--- src/rtl/aus_pkg.sv ---
// package for the addressable usart synchronous slave block
`default_nettype none
package aus_pkg;
	// register word addresses (printed offsets are indices, byte address = 4 * index)
	localparam logic [7:0] IDX_IFLAGS   = 8'h0C;
	localparam logic [7:0] IDX_RXSTAT   = 8'h18;
	localparam logic [7:0] IDX_TXHOLD   = 8'h19;
	localparam logic [7:0] IDX_RXBUF    = 8'h1A;
	localparam logic [7:0] IDX_IENABLES = 8'h8C;
	localparam logic [7:0] IDX_TXSTAT   = 8'h98;
	localparam logic [7:0] IDX_BAUDDIV  = 8'h99;
	localparam logic [7:0] IDX_POWER    = 8'hA0;
	// transmit status/control fields
	localparam int TX_CLOCK_SOURCE_SELECT = 7;
	localparam int TX_TX9  = 6;
	localparam int TX_TRANSMIT_ENABLE = 5;
	localparam int TX_SYNC = 4;
	localparam int TX_HIGH_BAUD_SELECT = 2;
	localparam int TX_SHIFT_REGISTER_EMPTY = 1;
	localparam int TX_T9D  = 0;
	// receive status/control fields
	localparam int RX_SERIAL_PORT_ENABLE  = 7;
	localparam int RX_RX9   = 6;
	localparam int RX_SINGLE_RECEIVE_ENABLE  = 5;
	localparam int RX_CONTINUOUS_RECEIVE_ENABLE  = 4;
	localparam int RX_ADDRESS_DETECT_ENABLE = 3;
	localparam int RX_FRAMING_ERROR  = 2;
	localparam int RX_OVERRUN_ERROR  = 1;
	localparam int RX_R9D   = 0;
	// interrupt flag/enable fields
	localparam int IF_PSP = 7;
	localparam int IF_RC  = 5;
	localparam int IF_TX  = 4;
	// reset values and masks
	localparam logic [7:0] TXSTAT_RST  = 8'h02;
	localparam logic [7:0] TXSTAT_WMSK = 8'hF5;
	localparam logic [7:0] RXSTAT_WMSK = 8'hF8;
	localparam logic [7:0] IFLAG_WMSK  = 8'h4F;
	localparam logic [7:0] ZERO8       = 8'h00;
	localparam logic [3:0] CNT_ZERO    = 4'h0;
	localparam logic [3:0] CNT_ONE     = 4'h1;
	localparam logic [3:0] BITS_8      = 4'h8;
	localparam logic [3:0] BITS_9      = 4'h9;
	// shifter state
	typedef enum logic [1:0] {AUS_IDLE, AUS_TX, AUS_RX} aus_state_t;
	// wishbone request carrier
	typedef struct packed {
		logic       cyc;
		logic       stb;
		logic       we;
		logic [3:0] sel;
		logic [9:0] adr;
		logic [31:0] dat;
	} aus_wb_req_t;
endpackage
`default_nettype wire

--- src/rtl/aus_sync_slave.sv ---
// usart with synchronous slave shifter and wishbone register file
//
// Behaviour
// RL1 - async, sync master, sync slave modes selectable; only sync slave is built, other modes stay idle
// RL2 - software enables port and pin directions first
// RL3 - ninth bit marks address words
// RL4 - clock source bit clear selects slave
// RL5 - tx ninth-bit enable selects 9-bit transmit
// RL6 - transmit enable; receive enables override in sync
// RL7 - software sets sync, enable, clears clock source
// RL8 - software writes ninth bit before data
// RL9 - slave shifts on external clock pin
// RL10 - slave transmit equals master except sleep
// RL11 - second word waits; flag sets on handover
// RL12 - transmit flag with enable wakes core
// RL13 - software clears receive enables for transmit
// RL14 - holding register write starts transmission
// RL15 - slave ignores single receive enable
// RL16 - receive during sleep, buffer, wake
// RL17 - receive flag sets on word complete
// RL18 - rx ninth-bit enable selects 9-bit receive
// RL19 - software reads status before receive buffer
// RL20 - clearing continuous receive clears errors
// RL21 - software keeps parallel-port bits clear
// RL22 - transmit flag sets on holding handover
//
// Our own choice: register access over Wishbone.
`default_nettype none
module aus_sync_slave
	import aus_pkg::*;
(
	// clock and reset
	input  wire logic        clk_i,
	input  wire logic        rst_i,
	// wishbone slave
	input  wire logic        cyc_i,
	input  wire logic        stb_i,
	input  wire logic        we_i,
	input  wire logic [3:0]  sel_i,
	input  wire logic [9:0]  adr_i,
	input  wire logic [31:0] dat_i,
	output logic      [31:0] dat_o,
	output logic             ack_o,
	// serial pins: clock in, data bidirectional
	input  wire logic        ck_pin_i,
	input  wire logic        dt_pin_i,
	output logic             dt_pin_o,
	output logic             dt_pin_oe_o,
	// core wake request
	output logic             wake_o
);
	aus_wb_req_t req;
	assign req = '{cyc: cyc_i, stb: stb_i, we: we_i, sel: sel_i, adr: adr_i, dat: dat_i};

	// registers
	logic [7:0] txstat_r, rxstat_r, txhold_r, rxbuf_r, ien_r, baud_r, iflag_r;
	logic       sleep_r, hold_full_r, ack_r, dt_o_r, dt_oe_r, wake_r;
	logic [31:0] dat_r;
	logic [8:0] tsr_r, rsr_r;
	logic [3:0] cnt_r;
	aus_state_t state_r;
	logic ck_s1_r, ck_s2_r, ck_s3_r, dt_s1_r, dt_s2_r;

	// bus decode
	wire        acc    = req.cyc & req.stb & ~ack_r;
	// writes and read side effects land at the edge where the master sees ack,
	// so a register never changes before the cycle has been answered
	wire        taken  = req.cyc & req.stb & ack_r;
	wire        wr     = taken & req.we & req.sel[0];
	wire        rd     = taken & ~req.we;
	wire [7:0]  idx    = req.adr[9:2];
	wire [7:0]  wd     = req.dat[7:0];
	wire        wr_tx  = wr & (idx == IDX_TXHOLD);
	wire        wr_ts  = wr & (idx == IDX_TXSTAT);
	wire        wr_rs  = wr & (idx == IDX_RXSTAT);
	wire        wr_if  = wr & (idx == IDX_IFLAGS);
	wire        rd_rb  = rd & (idx == IDX_RXBUF);

	// mode decode
	wire serial_port_enable     = rxstat_r[RX_SERIAL_PORT_ENABLE];
	wire sync_m   = txstat_r[TX_SYNC];                        // see RL1
	wire slave_m  = sync_m & ~txstat_r[TX_CLOCK_SOURCE_SELECT];            // see RL4
	wire continuous_receive_enable     = rxstat_r[RX_CONTINUOUS_RECEIVE_ENABLE];
	wire rx_on    = serial_port_enable & slave_m & continuous_receive_enable;                   // see RL15
	wire tx_on    = serial_port_enable & slave_m & txstat_r[TX_TRANSMIT_ENABLE] & ~continuous_receive_enable; // see RL6
	wire nine_tx  = txstat_r[TX_TX9];                        // see RL5
	wire nine_rx  = rxstat_r[RX_RX9];                        // see RL18

	// external shift clock edges
	wire ck_rise  = ck_s2_r & ~ck_s3_r;                      // see RL9
	wire ck_fall  = ~ck_s2_r & ck_s3_r;

	// transmit handover
	wire tx_load  = (state_r == AUS_IDLE) & tx_on & hold_full_r; // see RL14
	wire tx_last  = (state_r == AUS_TX) & ck_fall & (cnt_r == CNT_ONE);
	// the last data bit only arrives at the final rising edge, so a word is
	// complete there; ending on a falling edge would lose that bit
	wire rx_done  = (state_r == AUS_RX) & ck_rise & (cnt_r == CNT_ONE);
	wire rx_start = (state_r == AUS_IDLE) & rx_on;
	wire [3:0] tx_bits = nine_tx ? BITS_9 : BITS_8;
	wire [3:0] rx_bits = nine_rx ? BITS_9 : BITS_8;
	wire [8:0] rsr_in  = nine_rx ? {dt_s2_r, rsr_r[8:1]} : {1'b0, dt_s2_r, rsr_r[7:1]};
	wire       overrun = rx_done & iflag_r[IF_RC];

	// read mux
	wire [7:0] rdv =
		(idx == IDX_IFLAGS)   ? iflag_r :
		(idx == IDX_RXSTAT)   ? rxstat_r :
		(idx == IDX_RXBUF)    ? rxbuf_r :
		(idx == IDX_IENABLES) ? ien_r :
		(idx == IDX_TXSTAT)   ? txstat_r :
		(idx == IDX_BAUDDIV)  ? baud_r :
		(idx == IDX_POWER)    ? {7'h00, sleep_r} : ZERO8;

	// transmit flag sets when holding register is empty
	wire transmit_flag_nxt = ~hold_full_r | tx_load;                  // see RL22

	// pin synchronisers
	always_ff @(posedge clk_i) begin
		ck_s1_r <= ck_pin_i;
		ck_s2_r <= ck_s1_r;
		ck_s3_r <= ck_s2_r;
		dt_s1_r <= dt_pin_i;
		dt_s2_r <= dt_s1_r;
	end

	// wishbone answer, one wait state
	always_ff @(posedge clk_i) begin
		if (rst_i) begin
			ack_r <= 1'b0;
			dat_r <= 32'h0000_0000;
		end else begin
			ack_r <= acc;
			dat_r <= {24'h00_0000, rdv};
		end
	end

	// software registers
	always_ff @(posedge clk_i) begin
		if (rst_i) begin
			ien_r   <= ZERO8;
			baud_r  <= ZERO8;
			sleep_r <= 1'b0;
		end else if (wr & (idx == IDX_IENABLES)) begin
			ien_r <= wd;
		end else if (wr & (idx == IDX_BAUDDIV)) begin
			baud_r <= wd;
		end else if (wr & (idx == IDX_POWER)) begin
			sleep_r <= wd[0];
		end else if (wake_r) begin
			sleep_r <= 1'b0;
		end
	end

	// transmit status/control; empty status bit from shifter
	always_ff @(posedge clk_i) begin
		if (rst_i) begin
			txstat_r <= TXSTAT_RST;
		end else begin
			if (wr_ts)
				txstat_r <= (wd & TXSTAT_WMSK) | (txstat_r & ~TXSTAT_WMSK);
			txstat_r[TX_SHIFT_REGISTER_EMPTY] <= (state_r != AUS_TX) & ~tx_load;
		end
	end

	// receive status/control with error flags
	always_ff @(posedge clk_i) begin
		if (rst_i) begin
			rxstat_r <= ZERO8;
		end else begin
			if (wr_rs)
				rxstat_r[7:3] <= wd[7:3];
			if (wr_rs & ~wd[RX_CONTINUOUS_RECEIVE_ENABLE]) begin
				rxstat_r[RX_OVERRUN_ERROR] <= 1'b0;                   // see RL20
				rxstat_r[RX_FRAMING_ERROR] <= 1'b0;                   // see RL20
			end else if (overrun) begin
				rxstat_r[RX_OVERRUN_ERROR] <= 1'b1;
			end
			if (rx_done & ~overrun)
				rxstat_r[RX_R9D] <= nine_rx & rsr_in[8];     // see RL3
		end
	end

	// holding register
	always_ff @(posedge clk_i) begin
		if (rst_i) begin
			txhold_r    <= ZERO8;
			hold_full_r <= 1'b0;
		end else if (wr_tx) begin
			txhold_r    <= wd;
			hold_full_r <= 1'b1;
		end else if (tx_load) begin
			hold_full_r <= 1'b0;                             // see RL11
		end
	end

	// interrupt flags: hardware set wins over software clear
	always_ff @(posedge clk_i) begin
		if (rst_i) begin
			iflag_r <= ZERO8;
		end else begin
			if (wr_if)
				iflag_r <= (wd & IFLAG_WMSK) | (iflag_r & ~IFLAG_WMSK);
			iflag_r[IF_TX] <= transmit_flag_nxt;                      // see RL11
			if (rx_done)
				iflag_r[IF_RC] <= 1'b1;                      // see RL17
			else if (rd_rb)
				iflag_r[IF_RC] <= 1'b0;
		end
	end

	// shifter: transmit shifts on falling edge, receive samples on rising edge
	always_ff @(posedge clk_i) begin
		if (rst_i) begin
			state_r <= AUS_IDLE;
			tsr_r   <= 9'h000;
			rsr_r   <= 9'h000;
			cnt_r   <= CNT_ZERO;
			rxbuf_r <= ZERO8;
			dt_o_r  <= 1'b0;
			dt_oe_r <= 1'b0;
		end else begin
			case (state_r)
				AUS_IDLE: begin
					dt_oe_r <= 1'b0;
					if (tx_load) begin
						state_r <= AUS_TX;                   // see RL10
						tsr_r   <= {txstat_r[TX_T9D], txhold_r};
						dt_o_r  <= txhold_r[0];
						dt_oe_r <= 1'b1;
						cnt_r   <= tx_bits;
					end else if (rx_start) begin
						state_r <= AUS_RX;                   // see RL16
						cnt_r   <= rx_bits;
					end
				end
				AUS_TX: begin
					if (~tx_on) begin
						state_r <= AUS_IDLE;
					end else if (ck_fall) begin
						tsr_r  <= {1'b0, tsr_r[8:1]};
						dt_o_r <= tsr_r[1];
						cnt_r  <= cnt_r - CNT_ONE;
						if (tx_last)
							state_r <= AUS_IDLE;
					end
				end
				AUS_RX: begin
					if (~rx_on) begin
						state_r <= AUS_IDLE;
					end else if (ck_rise) begin
						// sample and count on the same edge
						rsr_r <= rsr_in;
						cnt_r <= cnt_r - CNT_ONE;
						if (rx_done) begin
							state_r <= AUS_IDLE;
							if (~overrun)
								rxbuf_r <= rsr_in[7:0];      // see RL16
						end
					end
				end
				default: state_r <= AUS_IDLE;
			endcase
		end
	end

	// wake request while asleep on enabled flag
	always_ff @(posedge clk_i) begin
		if (rst_i)
			wake_r <= 1'b0;
		else
			wake_r <= sleep_r & ((iflag_r[IF_TX] & ien_r[IF_TX])  // see RL12
				| (iflag_r[IF_RC] & ien_r[IF_RC]));               // see RL16
	end

	// outputs
	assign dat_o       = dat_r;
	assign ack_o       = ack_r;
	assign dt_pin_o    = dt_o_r;
	assign dt_pin_oe_o = dt_oe_r;
	assign wake_o      = wake_r;

	// assertions
	chk_ack_single: assert property (@(posedge clk_i) disable iff (rst_i)
		ack_o |=> !ack_o) else $error("ack held two cycles");
	chk_ack_follows: assert property (@(posedge clk_i) disable iff (rst_i)
		(cyc_i && stb_i && !ack_o) |=> ack_o) else $error("ack missing");
	chk_slave_drive: assert property (@(posedge clk_i) disable iff (rst_i) // see RL4
		dt_pin_oe_o |-> (txstat_r[TX_SYNC] && !txstat_r[TX_CLOCK_SOURCE_SELECT])) else $error("drive outside slave");
	chk_rx_over_tx: assert property (@(posedge clk_i) disable iff (rst_i) // see RL6
		(continuous_receive_enable && state_r == AUS_IDLE) |=> !dt_pin_oe_o) else $error("tx despite receive");
	chk_load_start: assert property (@(posedge clk_i) disable iff (rst_i) // see RL14
		tx_load |=> (state_r == AUS_TX && dt_pin_oe_o && hold_full_r == $past(wr_tx))) else $error("load failed");
	chk_transmit_flag_hold: assert property (@(posedge clk_i) disable iff (rst_i) // see RL11
		(hold_full_r && state_r == AUS_TX && !tx_load && !wr_if) |=> !iflag_r[IF_TX]) else $error("flag early");
	chk_receive_flag_set: assert property (@(posedge clk_i) disable iff (rst_i) // see RL17
		rx_done |=> iflag_r[IF_RC]) else $error("receive flag missing");
	chk_err_clear: assert property (@(posedge clk_i) disable iff (rst_i) // see RL20
		(wr_rs && !wd[RX_CONTINUOUS_RECEIVE_ENABLE]) |=> !rxstat_r[RX_OVERRUN_ERROR] && !rxstat_r[RX_FRAMING_ERROR]) else $error("error kept");
	chk_wake_tx: assert property (@(posedge clk_i) disable iff (rst_i) // see RL12
		(sleep_r && iflag_r[IF_TX] && ien_r[IF_TX]) |=> wake_o) else $error("no wake");
	chk_nine_bits: assert property (@(posedge clk_i) disable iff (rst_i) // see RL5
		tx_load |=> cnt_r == $past(tx_bits)) else $error("bit count wrong");

	// transmit side: handover, bit order and line ownership
	// every check except chk_shift_register_empty_busy and chk_quiet_rx looks one edge past
	// its trigger, so a slipped register stage in the shifter shows up as a failure
	chk_hold_write: assert property (@(posedge clk_i) disable iff (rst_i) // see RL14
		wr_tx |=> hold_full_r)
		else $error("holding register not marked full");
	chk_first_bit: assert property (@(posedge clk_i) disable iff (rst_i) // see RL14
		tx_load |=> (dt_pin_o == $past(txhold_r[0])))
		else $error("first bit wrong");
	chk_tx_ninth: assert property (@(posedge clk_i) disable iff (rst_i) // see RL5
		(tx_load && nine_tx) |=> (tsr_r[8] == $past(txstat_r[TX_T9D])))
		else $error("ninth bit not loaded");
	chk_hold_wait: assert property (@(posedge clk_i) disable iff (rst_i) // see RL11
		(state_r == AUS_TX && hold_full_r) |=> hold_full_r)
		else $error("second word left early");
	chk_transmit_flag_handover: assert property (@(posedge clk_i) disable iff (rst_i) // see RL22
		(tx_load && !wr_tx) |=> iflag_r[IF_TX])
		else $error("transmit flag not set on handover");
	chk_shift_register_empty_busy: assert property (@(posedge clk_i) disable iff (rst_i) // see RL10
		(state_r == AUS_TX) |-> !txstat_r[TX_SHIFT_REGISTER_EMPTY])
		else $error("shift register shown empty while busy");
	chk_tx_shift: assert property (@(posedge clk_i) disable iff (rst_i) // see RL10
		(state_r == AUS_TX && tx_on && ck_fall && !tx_last) |=> (state_r == AUS_TX && dt_pin_o == $past(tsr_r[1])))
		else $error("bit not shifted on falling edge");
	chk_bit_steady: assert property (@(posedge clk_i) disable iff (rst_i) // see RL9
		(state_r == AUS_TX && tx_on && !ck_fall) |=> (dt_pin_o == $past(dt_pin_o)))
		else $error("bit moved without external clock");
	chk_abort_tx: assert property (@(posedge clk_i) disable iff (rst_i) // see RL6
		(state_r == AUS_TX && !tx_on) |=> (state_r == AUS_IDLE))
		else $error("transmit kept after disable");
	chk_quiet_rx: assert property (@(posedge clk_i) disable iff (rst_i) // see RL6
		(state_r == AUS_RX) |-> !dt_pin_oe_o)
		else $error("line driven while receiving");

	// receive side: word completion, ninth bit, overrun
	// a lost word must leave the buffer exactly as software last saw it
	chk_srx_ignored: assert property (@(posedge clk_i) disable iff (rst_i) // see RL15
		(serial_port_enable && slave_m && !continuous_receive_enable) |=> (state_r != AUS_RX))
		else $error("receive without continuous enable");
	chk_rx_count: assert property (@(posedge clk_i) disable iff (rst_i) // see RL18
		rx_start |=> (cnt_r == $past(rx_bits)))
		else $error("receive bit count wrong");
	chk_rx_buffer: assert property (@(posedge clk_i) disable iff (rst_i) // see RL16
		(rx_done && !overrun) |=> (rxbuf_r == $past(rsr_in[7:0])))
		else $error("received word not buffered");
	chk_rx_ninth: assert property (@(posedge clk_i) disable iff (rst_i) // see RL18
		(rx_done && !overrun && nine_rx) |=> (rxstat_r[RX_R9D] == $past(dt_s2_r)))
		else $error("ninth receive bit wrong");
	chk_overrun_keep: assert property (@(posedge clk_i) disable iff (rst_i) // see RL17
		(rx_done && overrun) |=> (rxbuf_r == $past(rxbuf_r)))
		else $error("buffer overwritten on overrun");
	chk_overrun_flag: assert property (@(posedge clk_i) disable iff (rst_i) // see RL17
		(overrun && !(wr_rs && !wd[RX_CONTINUOUS_RECEIVE_ENABLE])) |=> rxstat_r[RX_OVERRUN_ERROR])
		else $error("overrun not flagged");
	chk_receive_flag_clear: assert property (@(posedge clk_i) disable iff (rst_i) // see RL17
		(rd_rb && !rx_done) |=> !iflag_r[IF_RC])
		else $error("receive flag kept after read");

	// wake request: only while asleep, and sleep ends once it is seen
	chk_wake_rx: assert property (@(posedge clk_i) disable iff (rst_i) // see RL16
		(sleep_r && iflag_r[IF_RC] && ien_r[IF_RC]) |=> wake_o)
		else $error("no wake on receive");
	chk_wake_quiet: assert property (@(posedge clk_i) disable iff (rst_i) // see RL12
		!sleep_r |=> !wake_o)
		else $error("wake while awake");
	chk_sleep_end: assert property (@(posedge clk_i) disable iff (rst_i) // see RL12
		(wake_o && !wr) |=> !sleep_r)
		else $error("sleep kept after wake");
	cov_tx: cover property (@(posedge clk_i) tx_last);
	cov_rx: cover property (@(posedge clk_i) rx_done);
	cov_wake: cover property (@(posedge clk_i) wake_o);
	cov_over: cover property (@(posedge clk_i) overrun);
	cov_nine: cover property (@(posedge clk_i) tx_load && nine_tx);
endmodule // aus_sync_slave
`default_nettype wire

--- config.mk ---
export PLATFORM = sky130hd
export DESIGN_NAME = aus_sync_slave
export DESIGN_NICKNAME = d
export VERILOG_FILES = /design/src/rtl/aus_pkg.sv /design/src/rtl/aus_sync_slave.sv
export SDC_FILE = /design/constraint.sdc
export NUM_CORES = 1
export LEC_CHECK = 0
export BUFFER_PORTS_ARGS = -buffer_cell sky130_fd_sc_hd__buf_2
export CAP_MARGIN = 25
export CORE_MARGIN = 10
export CORE_UTILIZATION = 49
export DETAILED_ROUTE_END_ITERATION = 10
export PLACE_DENSITY = 0.84
export RECOVER_POWER = 25
export SETUP_SLACK_MARGIN = 0.1
export SLEW_MARGIN = 10
export SYNTH_ARGS = -nofsm -noshare
export SYNTH_HDL_FRONTEND = slang
export SYNTH_SLANG_ARGS = --single-unit
export TNS_END_PERCENT = 1
--- constraint.sdc ---
create_clock -name clk_i -period 1.9 [get_ports clk_i]
set_clock_uncertainty 0.05 [all_clocks]
set_input_delay 0.19 -clock clk_i [delete_from_list [all_inputs] [get_ports clk_i]]
set_output_delay 0.19 -clock clk_i [all_outputs]
set_load 0.02 [all_outputs]
==> key figures <==
Die
  – I/O pin count: 89
  – Row count: 34
  – Starting Density: 50.2%
  – Die Y: between 100 and 150 µm
  – Die ar.: between 0.01 and 0.015 mm²
  – Die width: around 110 µm
  – Core ar.: approximately 0.0087 mm²

Cells and area
  – N_diodes: 0
  – Fill count: 760
  – Layout cell share with drive strength beyond 1: roughly 20%
  – Final #Nets: roughly 600
  – Finished Layout Cells: 643
  – Area grow syn2layout: 15.6%

Timing
  – Peak Freq: 553 MHz
  – Final setup fails: 0
  – Tcrit/Tclk final: 95.2%
  – Hold Fails Final Rpt: 0
  – Setup TNS: 0 ps
  – Setup ws final: roughly 90 ps
  – Slew Viols, Final: 0
  – Slew of the pin with the lowest slew margin: ~550 ps
  – Final min period: approximately 1800 ps
  – Relative slew margins: a little over three fifths
  – Hold Slack: approximately 14 ps
  – RSZ-0062 raised after global routing: yes

Setup path
  – Arrival @ worst endpoint: roughly 2000 ps
  – Req. time, crit path: ~2100 ps
  – Crit path max-delay cell type: dfxtp_1
  – Kind of critical path: reg2reg
  – Setup crit end kind: register
  – CP cell instances: inv_1 -> ha_1 -> nor3b_2 -> nand3_1 -> a311oi_2 -> mux2i_1 -> nor2_1
  – Crit-path max cell delay: roughly 350 ps
  – Setup crit start kind: register
  – Top fanout value on the critical path: 4
  – Top delay family on crit path: simple AND/OR/NAND/NOR gates
  – Buf/Inv on CP: 1

Clock network
  – CTS Root Cell: clkbuf_8
  – Clock Latency Late Sink: about 370 ps
  – Sink Count: 94
  – Worst-path clk slew: about 100 ps
  – CTS H-tree lvls: 3
  – CTS Buffer Depth: 2
  – CTS tree: yes
  – CTS buffer count: 9

Place
  – Port Buffers: 35
  – Placer's final routability congestion estimate: 0.946
  – Post-DP HPWL: ~8000 µm
  – Placed cells: 620
  – Pre-CTS setup slack: -24.3 ps

Logic synthesis
  – Syn Inst Count: 474
  – Post-synthesis cell area: between 0.004 and 0.005 mm²
  – Asr flop ratio synth: 0%
  – Sequential share of the synthesized area: between 40% and 50%
  – Post-synth EDFFs: 0
  – Yosys synthesis warning count: 0
  – Flip-flop and latch count after synthesis: 94
  – Cell variety after synth: 59
  – Synth Flop Type: dfxtp_1
  – Syn_area_per_cell: roughly 9.2 µm²

Global route
  – Antenna violations before repair: 0
  – Largest net degree at the start of global routing: between 50 and 60
  – Vias in the first global route: ~3,500
  – Overflow after GRT: 0
  – First-pass GRT wire length: roughly 18,000 µm
  – All-Layer GR Usage: 16.6%

Detailed routing
  – DRC Markers: 0
  – Detailed Route WL: 11,000 µm
  – WL/cell: around 17 µm
  – Post-route ant nets: 0
  – Initial DRC count: around 320
  – Via Count: between 3,000 and 4,000
  – DR pass1 iterations: 5
  – Via density: roughly 5.6

Pwr
  – PD cells: 704 mW/mm²
  – Power Total: ~3.5 mW
  – VDD IR max: 0.314 mV
  – Leak: ~2 nW

Status
  – Status: completed

Min path
  – Hold crit path type: in2reg

Run
  – Max cap viols: 0
[synth_stat cells, types with 3 or more instances]
cell type	count	share of area, %
and3_1	5	0.72
o31ai_1	3	0.52
a222oi_1	3	0.69
nor3_1	6	0.69
clkbuf_1	16	1.4
buf_4	25	4.3
nor4_1	4	0.57
a21oi_1	23	2.6
inv_1	11	0.95
dfxtp_1	94	43
o21ai_0	9	1.0
ha_1	6	1.7
nand2_1	27	2.3
buf_2	6	0.69
nor2b_1	4	0.57
nand2b_1	10	1.4
mux2_2	6	1.5
a22oi_1	3	0.52
nor2_1	72	6.2
a211oi_1	12	2.1
mux2i_1	61	14
o22ai_1	3	0.43
nand3_1	19	2.2
a221oi_1	3	0.60
[repair_timing]
action	CTS	global route
endpoints found under the setup margin	16	45
hold buffers	2	0
pin swaps	0	5
gates resized for setup	5	11
buffers inserted	0	5
endpoints found under the hold margin	2	0
cloned	0	0
[per-layer routing]
| metal | GRT usage (%) | part of all wire, % | vias to the layer above |
|---|---|---|---|
| met1 | 20.7 | 44 | 1745 |
| met5 | 0 | 0 | - |
| li1 | - | - | 1740 |
| met3 | 4.19 | 7.0 | 15 |
| met4 | 4.26 | 1.4 | 0 |
| met2 | 27.9 | 48 | 114 |
[worst register-to-register path: stages, from the launching register on]
cell,delay [ps]
dfxtp_1,350
inv_1,100
ha_1,130
nor3b_2,260
nand3_1,160
a311oi_2,330
mux2i_1,250
nor2_1,60
[cell families after synthesis]
| logic type | Yosys count | share of synthesized area (%) |
|---|---|---|
| and+or+nand+nor | 169 | 19.6 |
| DFF | 94 | 43.2 |
| AOI/OAI and AO/OA | 79 | 12.6 |
| muxes | 67 | 15.6 |
| buffers and inverters | 58 | 7.32 |
| adders and majority gates | 6 | 1.72 |
| other | 1 | 0.0860 |
[registers in the layout (all words and copies together) (netlist names), 8 cells and up]
| name | flops |
|---|---|
| ien_r | 8 |
| tsr_r | 9 |
| txhold_r | 8 |
| rsr_r | 8 |
| baud_r | 8 |
| dat_o | 8 |
| rxbuf_r | 8 |
[power breakdown]
group / switching [mW] / leakage [nW] / internal (mW) / total [mW]
Clock: 0.766 / 0.0924 / 0.507 / 1.27
Combinational: 0.184 / 1.14 / 0.0956 / 0.279
Sequential: 0.0126 / 0.762 / 1.98 / 1.99
Total: 0.963 / 2.00 / 2.58 / 3.55
[cells in the final DEF, fill, tap and decap left out, drive strengths merged, types with 5 or more instances in the layout]
| master | n |
|---|---|
| clkbuf | 23 |
| ha | 6 |
| nor2 | 73 |
| conb | 24 |
| mux2i | 61 |
| buf | 53 |
| nand2 | 28 |
| and3 | 5 |
| nor3 | 8 |
| dfxtp | 94 |
| nand2b | 10 |
| nand3 | 19 |
| o21ai | 11 |
| mux2 | 6 |
| inv | 14 |
| a21oi | 23 |
| a211oi | 12 |
[final timing paths]
| check | from | end | slack [ps] | depth (start not counted) |
|---|---|---|---|---|
| min | stb_i | ack_o$_SDFF_PP0_ | 10 | 3 |
| max | cnt_r[1]$_SDFFE_PP0P_ | state_r[0]$_SDFFE_PP0P_ | 90 | 7 |
| min reg2reg | dt_s1_r$_DFF_P_ | dt_s2_r$_DFF_P_ | 290 | 0 |
| max reg2reg | cnt_r[1]$_SDFFE_PP0P_ | state_r[0]$_SDFFE_PP0P_ | 90 | 7 |
[cell type report]
class	instances	area, µm²	share of cell area (%)
flip-flops and latches	94	1890	37.5
clock buffers	9	124	2.46
inverters	11	41.3	0.819
multi-input cells	345	2330	46.3
repair buffers	69	448	8.89
clock inverters	7	67.6	1.34
well taps	108	135	2.68
[stage by stage]
stage	utilization [%]	cell area, µm²
2_1_floorplan	-	4470
3_3_place_gp	54.7	4750
3_5_place_dp	54.7	4750
4_1_cts	57.3	4970
5_1_grt	58.1	5040
6_report	58.1	5040
Power figures use the tool's default switching activity.
